File: src/tdm_pkg.sv
// Package for the thermal throttle duty monitor.
// Assumes a single 200 MHz mclk and an external 90 kHz enable strobe.
package tdm_pkg;
  // ==========================================================
  // Register offsets
  localparam logic [7:0] OFF_CUM = 8'h00;
  localparam logic [7:0] OFF_SNAP = 8'h04;
  localparam logic [7:0] OFF_PERIOD = 8'h08;
  localparam logic [7:0] OFF_CTL = 8'h0C;
  localparam logic [7:0] OFF_ACNT = 8'h10;
  localparam logic [7:0] OFF_ALIM = 8'h14;
  // ==========================================================
  // Status/control fields
  localparam int CTL_EN = 0;
  localparam int CTL_ASTS = 1;
  localparam int CTL_PSTS = 2;
  localparam int CTL_AIE = 3;
  localparam int CTL_PIE = 4;
  // ==========================================================
  // Widths, reset values, counts
  localparam int CNT_W = 24;
  localparam int ACNT_W = 16;
  localparam logic [5:0] FILT_TICKS = 6'h28;
  localparam logic [CNT_W-1:0] CNT_RST = 24'h000000;
  localparam logic [ACNT_W-1:0] ACNT_RST = 16'h0000;
  localparam logic [ACNT_W-1:0] ACNT_MAX = 16'hFFFF;
  localparam logic [3:0] BE_WORD = 4'hF;
endpackage : tdm_pkg

File: src/tdm_monitor.sv
// Thermal throttle duty monitor: filtered active-time accumulator,
// period snapshot and single-assertion limit check.
// Assumes the peripheral bus and the 90 kHz strobe are on mclk.
`timescale 1ns/1ps
module tdm_monitor (
  // Clock and reset
  input wire logic mclk,
  input wire logic rstn,
  // Slow tick and pin
  input wire logic slow_tick_enable,
  input wire logic thermal_throttle_n,
  // Peripheral bus
  input wire logic spb_rd,
  input wire logic spb_wr,
  input wire logic [7:0] spb_addr,
  input wire logic [3:0] spb_be,
  input wire logic [31:0] spb_wdata,
  output logic [31:0] spb_rdata,
  output logic spb_rvalid,
  // Service request
  output logic interrupt
);
  // ==========================================================
  // Helpers
  function automatic logic [31:0] tdm_merge(input logic [31:0] old, input logic [31:0] wd,
                                            input logic [3:0] be);
    logic [31:0] r;
    r = old;
    for (int i = 0; i < 4; i++) begin
      if (be[i]) begin
        r[i*8 +: 8] = wd[i*8 +: 8];
      end
    end
    return r;
  endfunction : tdm_merge

  function automatic logic [31:0] tdm_hold_view(input logic [23:0] live, input logic [15:0] hold,
                                                input logic [3:0] be);
    if (be == tdm_pkg::BE_WORD || be[0]) begin
      return {8'h00, live};
    end
    return {8'h00, hold, live[7:0]};
  endfunction : tdm_hold_view

  // ==========================================================
  // State
  logic tt_s1_reg, tt_s2_reg;
  logic [5:0] run_reg;
  logic [23:0] active_reg, cum_reg, snap_reg, period_reg, per_cnt_reg;
  logic [15:0] hold_cum_reg, hold_snap_reg, acnt_reg, acnt_cap_reg, alim_reg;
  logic en_reg, asts_reg, psts_reg, aie_reg, pie_reg;
  logic low, step, filtered_active_valid, expire, period_wr, cum_clr, ctl_wr, lim_hit;
  logic [31:0] ctl_view, wd_period, wd_alim, rd_next;

  // Pin synchroniser, independent of pin mux
  always_ff @(posedge mclk) begin
    if (!rstn) begin
      tt_s1_reg <= 1'b1;
      tt_s2_reg <= 1'b1;
    end else begin
      tt_s1_reg <= thermal_throttle_n;
      tt_s2_reg <= tt_s1_reg;
    end
  end

  // Decoded events
  assign low = ~tt_s2_reg;
  assign step = en_reg & slow_tick_enable & low;
  assign filtered_active_valid = low && (run_reg > tdm_pkg::FILT_TICKS);
  assign period_wr = spb_wr && spb_addr == tdm_pkg::OFF_PERIOD;
  assign ctl_wr = spb_wr && spb_addr == tdm_pkg::OFF_CTL && spb_be[0];
  assign expire = en_reg && slow_tick_enable && period_reg != tdm_pkg::CNT_RST
                  && per_cnt_reg == 24'h000001 && !period_wr;
  assign cum_clr = expire || period_wr;
  assign wd_period = tdm_merge({8'h00, period_reg}, spb_wdata, spb_be);
  assign wd_alim = tdm_merge({16'h0000, alim_reg}, spb_wdata, spb_be);
  assign lim_hit = step && acnt_reg != tdm_pkg::ACNT_MAX
                   && (acnt_reg + 16'h0001) >= alim_reg;

  // Run length of the present low period, saturating past the filter
  always_ff @(posedge mclk) begin
    if (!rstn || !low || !en_reg) begin
      run_reg <= 6'h00;
    end else if (step && run_reg <= tdm_pkg::FILT_TICKS) begin
      run_reg <= run_reg + 6'h01;
    end
  end

  // Active counter: clear, advance, or fall back after a short pulse
  always_ff @(posedge mclk) begin
    if (!rstn || !en_reg || cum_clr) begin
      active_reg <= tdm_pkg::CNT_RST;
    end else if (step) begin
      active_reg <= active_reg + 24'h000001;
    end else if (!low) begin
      active_reg <= cum_reg; // Discard a short run
    end
  end

  // Cumulative count follows only within a long enough run
  always_ff @(posedge mclk) begin
    if (!rstn || cum_clr) begin
      cum_reg <= tdm_pkg::CNT_RST;
    end else if (step && run_reg >= tdm_pkg::FILT_TICKS) begin
      cum_reg <= active_reg + 24'h000001;
    end
  end

  // Period counter and snapshot
  always_ff @(posedge mclk) begin
    if (!rstn) begin
      period_reg <= tdm_pkg::CNT_RST;
      per_cnt_reg <= tdm_pkg::CNT_RST;
      snap_reg <= tdm_pkg::CNT_RST;
    end else begin
      if (period_wr) begin
        period_reg <= wd_period[23:0];
      end
      if (expire) begin
        snap_reg <= cum_reg;
      end
      if (!en_reg || period_reg == tdm_pkg::CNT_RST) begin
        per_cnt_reg <= tdm_pkg::CNT_RST;
      end else if (period_wr) begin
        per_cnt_reg <= wd_period[23:0];
      end else if (slow_tick_enable) begin
        per_cnt_reg <= (per_cnt_reg <= 24'h000001) ? period_reg
                       : per_cnt_reg - 24'h000001;
      end
    end
  end

  // Single-assertion counter and capture
  always_ff @(posedge mclk) begin
    if (!rstn || !low || !en_reg) begin
      acnt_reg <= tdm_pkg::ACNT_RST;
    end else if (step && acnt_reg != tdm_pkg::ACNT_MAX) begin
      acnt_reg <= acnt_reg + 16'h0001;
    end
  end

  always_ff @(posedge mclk) begin
    if (!rstn) begin
      acnt_cap_reg <= tdm_pkg::ACNT_RST;
      alim_reg <= tdm_pkg::ACNT_RST;
    end else begin
      if (lim_hit) begin
        acnt_cap_reg <= acnt_reg + 16'h0001;
      end
      if (spb_wr && spb_addr == tdm_pkg::OFF_ALIM) begin
        alim_reg <= wd_alim[15:0];
      end
    end
  end

  // Control and sticky status, set wins over clear
  always_ff @(posedge mclk) begin
    if (!rstn) begin
      en_reg <= 1'b0;
      aie_reg <= 1'b0;
      pie_reg <= 1'b0;
      asts_reg <= 1'b0;
      psts_reg <= 1'b0;
    end else begin
      if (ctl_wr) begin
        en_reg <= spb_wdata[tdm_pkg::CTL_EN];
        aie_reg <= spb_wdata[tdm_pkg::CTL_AIE];
        pie_reg <= spb_wdata[tdm_pkg::CTL_PIE];
      end
      asts_reg <= lim_hit | (asts_reg & ~(ctl_wr & spb_wdata[tdm_pkg::CTL_ASTS]));
      psts_reg <= expire | (psts_reg & ~(ctl_wr & spb_wdata[tdm_pkg::CTL_PSTS]));
    end
  end

  assign interrupt = (asts_reg & aie_reg) | (psts_reg & pie_reg);
  assign ctl_view = {27'h0, pie_reg, aie_reg, psts_reg, asts_reg, en_reg};

  // Holding registers for partial reads of counts
  always_ff @(posedge mclk) begin
    if (!rstn) begin
      hold_cum_reg <= tdm_pkg::ACNT_RST;
      hold_snap_reg <= tdm_pkg::ACNT_RST;
    end else if (spb_rd && spb_be[0]) begin
      if (spb_addr == tdm_pkg::OFF_CUM) begin
        hold_cum_reg <= filtered_active_valid ? active_reg[23:8] : cum_reg[23:8];
      end
      if (spb_addr == tdm_pkg::OFF_SNAP) begin
        hold_snap_reg <= snap_reg[23:8];
      end
    end
  end

  // Read multiplexer, unmapped reads return zero
  always_comb begin
    case (spb_addr)
      tdm_pkg::OFF_CUM: rd_next = tdm_hold_view(filtered_active_valid ? active_reg : cum_reg,
                                                hold_cum_reg, spb_be);
      tdm_pkg::OFF_SNAP: rd_next = tdm_hold_view(snap_reg, hold_snap_reg, spb_be);
      tdm_pkg::OFF_PERIOD: rd_next = {8'h00, period_reg};
      tdm_pkg::OFF_CTL: rd_next = ctl_view;
      tdm_pkg::OFF_ACNT: rd_next = {16'h0000, acnt_cap_reg};
      tdm_pkg::OFF_ALIM: rd_next = {16'h0000, alim_reg};
      default: rd_next = 32'h00000000;
    endcase
  end

  // Registered read answer
  always_ff @(posedge mclk) begin
    if (!rstn) begin
      spb_rdata <= 32'h00000000;
      spb_rvalid <= 1'b0;
    end else begin
      spb_rvalid <= spb_rd;
      if (spb_rd) begin
        spb_rdata <= rd_next;
      end
    end
  end
endmodule : tdm_monitor

File: config.mk
export PLATFORM = sky130hd
export DESIGN_NAME = tdm_monitor
export DESIGN_NICKNAME = d
export VERILOG_FILES = /design/src/tdm_pkg.sv /design/src/tdm_monitor.sv
export SDC_FILE = /design/constraint.sdc
export NUM_CORES = 1
export LEC_CHECK = 0
export ABC_AREA = 1
export BUFFER_PORTS_ARGS = -buffer_cell sky130_fd_sc_hd__buf_2
export CORE_ASPECT_RATIO = 1.75
export CORE_UTILIZATION = 44
export DETAILED_ROUTE_END_ITERATION = 8
export PLACE_DENSITY = 0.68
export SLEW_MARGIN = 25
export SYNTH_ARGS = -nofsm -noshare
export SYNTH_HDL_FRONTEND = slang
export SYNTH_SLANG_ARGS = --single-unit
File: constraint.sdc
create_clock -name mclk -period 3.6 [get_ports mclk]
set_input_delay 0.18 -clock mclk [delete_from_list [all_inputs] [get_ports mclk]]
set_output_delay 0.18 -clock mclk [all_outputs]
set_load 0.01 [all_outputs]
Word level (Yosys, flattened, before mapping)

Index checks and enable logic that the tools add are counted.

Bits in registers: 246
Input port bits: 50
Output and inout port bits: 34
Logic and storage cells: 106

Add/subtract/negate cells: 4
Magnitude comparators: 5
Equal/unequal tests: 8
Mux-type cells: 18
Bitwise operators: 15
Reduce and logical (&&, ||, !) cells: 35

Operators by type and width:

| operator                                                               | number |
|---|---|
| 32-bit case mux with 6 select lines                                    | 1 |
| 24-bit two-way mux                                                     | 6 |
| 32-bit two-way mux                                                     | 4 |
| 24-bit by 1-bit adder with 24-bit output, second input constant        | 1 |
| 24-bit by 1-bit equality test with 1-bit output, second input constant | 1 |
| 24-bit by 1-bit <= comparator with 1-bit output, second input constant | 1 |
| 24-bit zero test                                                       | 1 |
| 8-bit two-way mux                                                      | 3 |
| 24-bit nonzero test                                                    | 1 |
| 24-bit by 1-bit subtractor with 24-bit output, second input constant   | 1 |
| 16-bit by 1-bit adder with 16-bit output, second input constant        | 1 |
| 8-bit by 4-bit equality test with 1-bit output, second input constant  | 2 |
| 8-bit by 5-bit equality test with 1-bit output, second input constant  | 2 |
| 16-bit >= comparator                                                   | 1 |
| 16-bit two-way mux                                                     | 1 |
| 16-bit != test, second input constant                                  | 1 |
| 1-bit logical AND                                                      | 14 |
| 1-bit AND                                                              | 8 |
| 8-bit by 3-bit equality test with 1-bit output, second input constant  | 1 |
| 8-bit zero test                                                        | 1 |
| 1-bit logical OR                                                       | 8 |
| 2-bit AND reduction                                                    | 4 |
| 6-bit by 1-bit adder with 6-bit output, second input constant          | 1 |
| 6-bit >= comparator, second input constant                             | 1 |
| 9 further kinds                                                        | 19 |

Logic depth before layout (Yosys ltp)

Depth after elaboration: 7
Depth in mapped cells: 18
Depth with buffers taken out: 17

Worst setup path after synthesis

OpenSTA, ideal clock, no wires.

Kind: register to register
Start point: register acnt_reg[0]
End point: register acnt_cap_reg[6]
Library setup time: 113 ps
Arrival time: 2494 ps
Required time: 3487 ps
Slack: 993 ps
Stages on the path, launching flop included: 16
Buffers on the path: 1
Period minus slack after synthesis: 2607 ps
Cells stage by stage: dfxtp_1 ha_1 nand3_1 nor3_1 nand4_1 nand2_1 inv_1 ha_1 nand2_1 nor3_1 nand3_1 nand3_1 nand2_1 buf_2 nor2_1 nor2_1

Word-level cells in the longest chain between the ends: 3
Elaborated cells on any way between the ends: 5
Classes of those cells: add/sub (1); order compare (1); eq/ne (1); reduce/logical (2)

RTL lines:

| item                                                                       | line                                                     | text |
|---|---|---|
| start: declaration                                                         | tdm_monitor.sv:50                                        | `logic [15:0] hold_cum_reg, hold_snap_reg, acnt_reg, acnt_cap_reg, alim_reg;` |
| start signal: assignment                                                   | tdm_monitor.sv:136                                       | `acnt_reg <= tdm_pkg::ACNT_RST;` |
| start signal: assignment                                                   | tdm_monitor.sv:138                                       | `acnt_reg <= acnt_reg + 16'h0001;` |
| 16-bit by 1-bit adder with 16-bit output or 16-bit != test (tied branches) | tdm_monitor.sv:78, tdm_monitor.sv:148, tdm_monitor.sv:77 |  |
| 16-bit >= comparator or 1-bit logical AND (tied branches)                  | tdm_monitor.sv:78, tdm_monitor.sv:77                     |  |
| 1-bit logical AND                                                          | tdm_monitor.sv:78                                        | `&& (acnt_reg + 16'h0001) >= alim_reg;` |
| end signal: assignment                                                     | tdm_monitor.sv:144                                       | `acnt_cap_reg <= tdm_pkg::ACNT_RST;` |
| end signal: assignment                                                     | tdm_monitor.sv:148                                       | `acnt_cap_reg <= acnt_reg + 16'h0001;` |
| end: declaration                                                           | tdm_monitor.sv:50                                        |  |

Several ways; a longest one is shown, not always the timed one.
A chain may end at the register's enable or synchronous reset.

Worst setup path after layout

Start point: register acnt_reg[0]
End point: register acnt_cap_reg[2]

Same word-level chain as after synthesis.

==> summary.md <==
| Metric | Value |
|---|---|
| Core region area | 0.0293 mm2 |
| Period Utilization, post-route | 0.842 |
| Reg clk slew, reported paths | 60 ps |
| Pre-CTS setup slack | 396 ps |
| Clock buffer depth | 3 |
| Detailed Route WL | 41700 um |
| Chip width | 132 um |
| FF-to-FF End | acnt_cap_reg[2]$_SDFFE_PN0P_ |
| Maximum clock frequency | 0.330 GHz |
| TritonCTS clock tree | built |
| Layout cell share with drive strength beyond 1 | 0.0922 |
| Total global routing overflow | 0 |
| Vias per cell | 5.43 |
| Largest net degree at the start of global routing | 77 |
| Vias | 13368 |
| Post-Synthesis Cells | 2023 |
| Port Buffers | 66 |
| Ant diodes | 0 |
| RSZ-0062 raised after global routing | false |
| Hold path depth | 5 |
| Critical Path AT | 3500 ps |
| GRT Overall Usage | 0.270 |
| Drt first pass iters | 7 |
| H-tree depth | 1 |
| Synthesis-to-layout area growth | 11.7% |
| Area of the mapped netlist | 0.0131 mm2 |
| Sequential share of the synthesized area | 0.365 |
| Mean Syn Cell Area | 6.45 um2 |
| Crit Path Class | flip-flop to flip-flop |
| Initial Utilization | 0.446 |
| CTS buffer count | 24 |
| Final setup viols | 0 |
| Hold endpoint | period_reg[21]$_SDFFE_PN0P_ |
| Fin nets | 2136 |
| Number of global-route vias before repair | 12500 |
| Routed Antenna Nets | 0 |
| Antenna violations before repair | 0 |
| Startpoint types | flip-flop |
| Max Fanout on Critical Path | 20 |
| Sum Neg Setup Slack | 0 ps |
| Class of the worst hold path | input port to flip-flop |
| Worst R2R Path Depth | 16 |
| Drc violations | 0 |
| Max-Cap Viols | 0 |
| #FFs+latches synth | 238 |
| Max-slew headroom | 0.381 |
| Hold WS | 54.9 ps |
| Clock skew | 9.80 ps |
| Max VDD drop | 0.287 mV |
| Average wire per standard cell | 16.9 um |
| YS warnings | 0 |
| Worst-Margin Slew | 924 ps |
| Row count | 83 |
| Status | complete, no violations |
| Standby leakage power | 6.32 nW |
| Setup bufs post-CTS | 0 |
| Slew Limit Fails | 0 |
| First-pass GRT wire length | 65000 um |
| Worst Path Required | 4070 ps |
| Gp weighted congestion | 0.936 |
| Hold path start | spb_wdata[21] |
| CTS root buffer | clkbuf_16 |
| Worst-Skew Late Latency | 540 ps |
| PwrDens | 382 mW/mm2 |
| Period minus WS final | 3030 ps |
| Final Hold Fails | 0 |
| DRT iter0 DRCs | 836 |
| Endpoint class of the critical path | flip-flop |
| IO Pins | 84 |
| Post-DP HPWL | 30800 um |
| R2r setup slk | 570 ps |
| Clock sinks | 238 |
| Setup ws final | 571 ps |
| Die H | 230 um |
| Netlist cell types | 44 |
| Die Footprint | 0.0304 mm2 |
| Worst r2r src | acnt_reg[0]$_SDFFE_PP0P_ |
==> cells in the final DEF (no fill, tap or decap), drive strengths merged, types with 2 or more instances in the layout <==
master       instances
nand2              502
nor2               267
dfxtp              238
inv                228
a21oi              183
o21ai              172
nand3              151
buf                 92
clkbuf              32
xor2                31
nand4               31
o22ai               26
nor3                25
ha                  22
dlygate4sd3         17
a211oi               9
conb                 8
clkinv               8
xnor2                7
o211ai               7
or2                  4
bufinv               4
a31oi                3
o221ai               3
nand3b               3
nor3b                2
==> power breakdown <==
part	internal, mW	switching, mW	total [mW]
Combinational	0.0606	0.149	0.210
Clock	1.62	1.10	2.72
Sequential	2.63	0.00417	2.64
Total	4.32	1.25	5.57
==> stage by stage <==
| stage | power [mW] | util | area (um2) | cells |
|---|---|---|---|---|
| finish | 5.57 | 0.498 | 14600 | 2464 |
| global route | 5.73 | 0.498 | 14600 | 2464 |
| CTS | 5.60 | 0.498 | 14600 | 2464 |
| detailed placement | 2.89 | 0.463 | 13600 | 2403 |
| global placement | 2.89 | 0.463 | 13600 | 2403 |
| floorplan | 2.82 | - | 13100 | 2030 |
==> area by class of cell <==
| type | instances | area (um2) |
|---|---|---|
| repair buffers | 109 | 696 |
| fillers | 3047 | 14700 |
| clock inverters | 12 | 166 |
| flip-flops and latches | 238 | 4760 |
| clock buffers | 32 | 682 |
| inverters | 229 | 861 |
| multi-input cells | 1462 | 6940 |
| well taps | 382 | 478 |
==> worst max-delay path by stage <==
stage                             startpoint                             to  slack, ps  depth (start not counted)
global route        acnt_reg[0]$_SDFFE_PP0P_   acnt_cap_reg[2]$_SDFFE_PN0P_         70                         15
detailed placement  acnt_reg[0]$_SDFFE_PP0P_   acnt_cap_reg[2]$_SDFFE_PN0P_        400                         16
floorplan           acnt_reg[0]$_SDFFE_PP0P_   acnt_cap_reg[6]$_SDFFE_PN0P_        990                         15
CTS                 acnt_reg[0]$_SDFFE_PP0P_   acnt_cap_reg[2]$_SDFFE_PN0P_        350                         16
global placement    acnt_reg[0]$_SDFFE_PP0P_  acnt_cap_reg[14]$_SDFFE_PN0P_        450                         16
finish              acnt_reg[0]$_SDFFE_PP0P_   acnt_cap_reg[2]$_SDFFE_PN0P_        570                         16
==> synth_stat cells <==
cell type | instances | area (um2)
a22o_1 | 1 | 8.76
a221oi_1 | 1 | 8.76
buf_4 | 14 | 105
nor2_1 | 253 | 950
nand3b_1 | 3 | 22.5
o21ai_0 | 126 | 631
a21oi_1 | 183 | 916
nand3_1 | 148 | 741
a21o_1 | 1 | 7.51
a211oi_1 | 9 | 67.6
nand3_4 | 1 | 17.5
a31oi_1 | 3 | 18.8
buf_6 | 6 | 67.6
nand2_2 | 7 | 43.8
dfxtp_1 | 238 | 4760
nor2_4 | 5 | 56.3
clkinv_2 | 1 | 5.00
nor3_1 | 23 | 115
or2_2 | 4 | 25.0
nand2_1 | 495 | 1860
o21bai_1 | 1 | 7.51
nand3_2 | 2 | 20.0
a31o_2 | 1 | 8.76
o211ai_1 | 7 | 52.6
buf_2 | 36 | 180
clkinv_1 | 1 | 3.75
ha_1 | 22 | 275
inv_2 | 24 | 90.1
nor3_4 | 1 | 16.3
conb_1 | 1 | 3.75
nor2_2 | 9 | 56.3
inv_1 | 203 | 762
buf_1 | 10 | 37.5
o221ai_1 | 3 | 26.3
xnor2_1 | 7 | 61.3
nor3b_1 | 2 | 15.0
o21ai_1 | 45 | 225
nor3_2 | 1 | 10.0
nor4_1 | 1 | 6.26
o22ai_1 | 26 | 163
o21ai_2 | 1 | 8.76
nand4_1 | 31 | 194
xor2_1 | 31 | 272
clkbuf_1 | 35 | 131
==> critical path: stages, from the launching register on <==
cell     delay, ps
dfxtp_1        450
ha_1           230
nand3_1        150
inv_1           90
nand2_1        130
nor2_1         150
xnor2_1        190
inv_1           80
ha_1           300
nand4_1        100
nor3_1         260
nand3_1        120
nand3_1        130
nand2_2        250
inv_2          190
nor2_1          50
nor2_1          80
==> routing by layer <==
metal  GRT usage  share of wire
met2       0.497           0.52
met5           0              0
met1       0.289           0.37
met4       0.185          0.068
met3      0.0227          0.046
==> what timing repair did <==
action                     in CTS  in global routing
setup endpoints to repair       0                 14
gates resized for setup         0                  1
hold endpoints to repair       22                  0
hold buffers                   17                  0
==> cell families after synthesis <==
logic type,synth area share
XOR/XNOR,0.0255
AND/OR/NAND/NOR,0.318
flip-flops,0.365
adder cells (fa/ha/maj),0.0211
AO/OA/AOI/OAI,0.165
other,0.000287
buffers and inverters,0.106
Note: power is estimated with default switching activity, not from simulation.
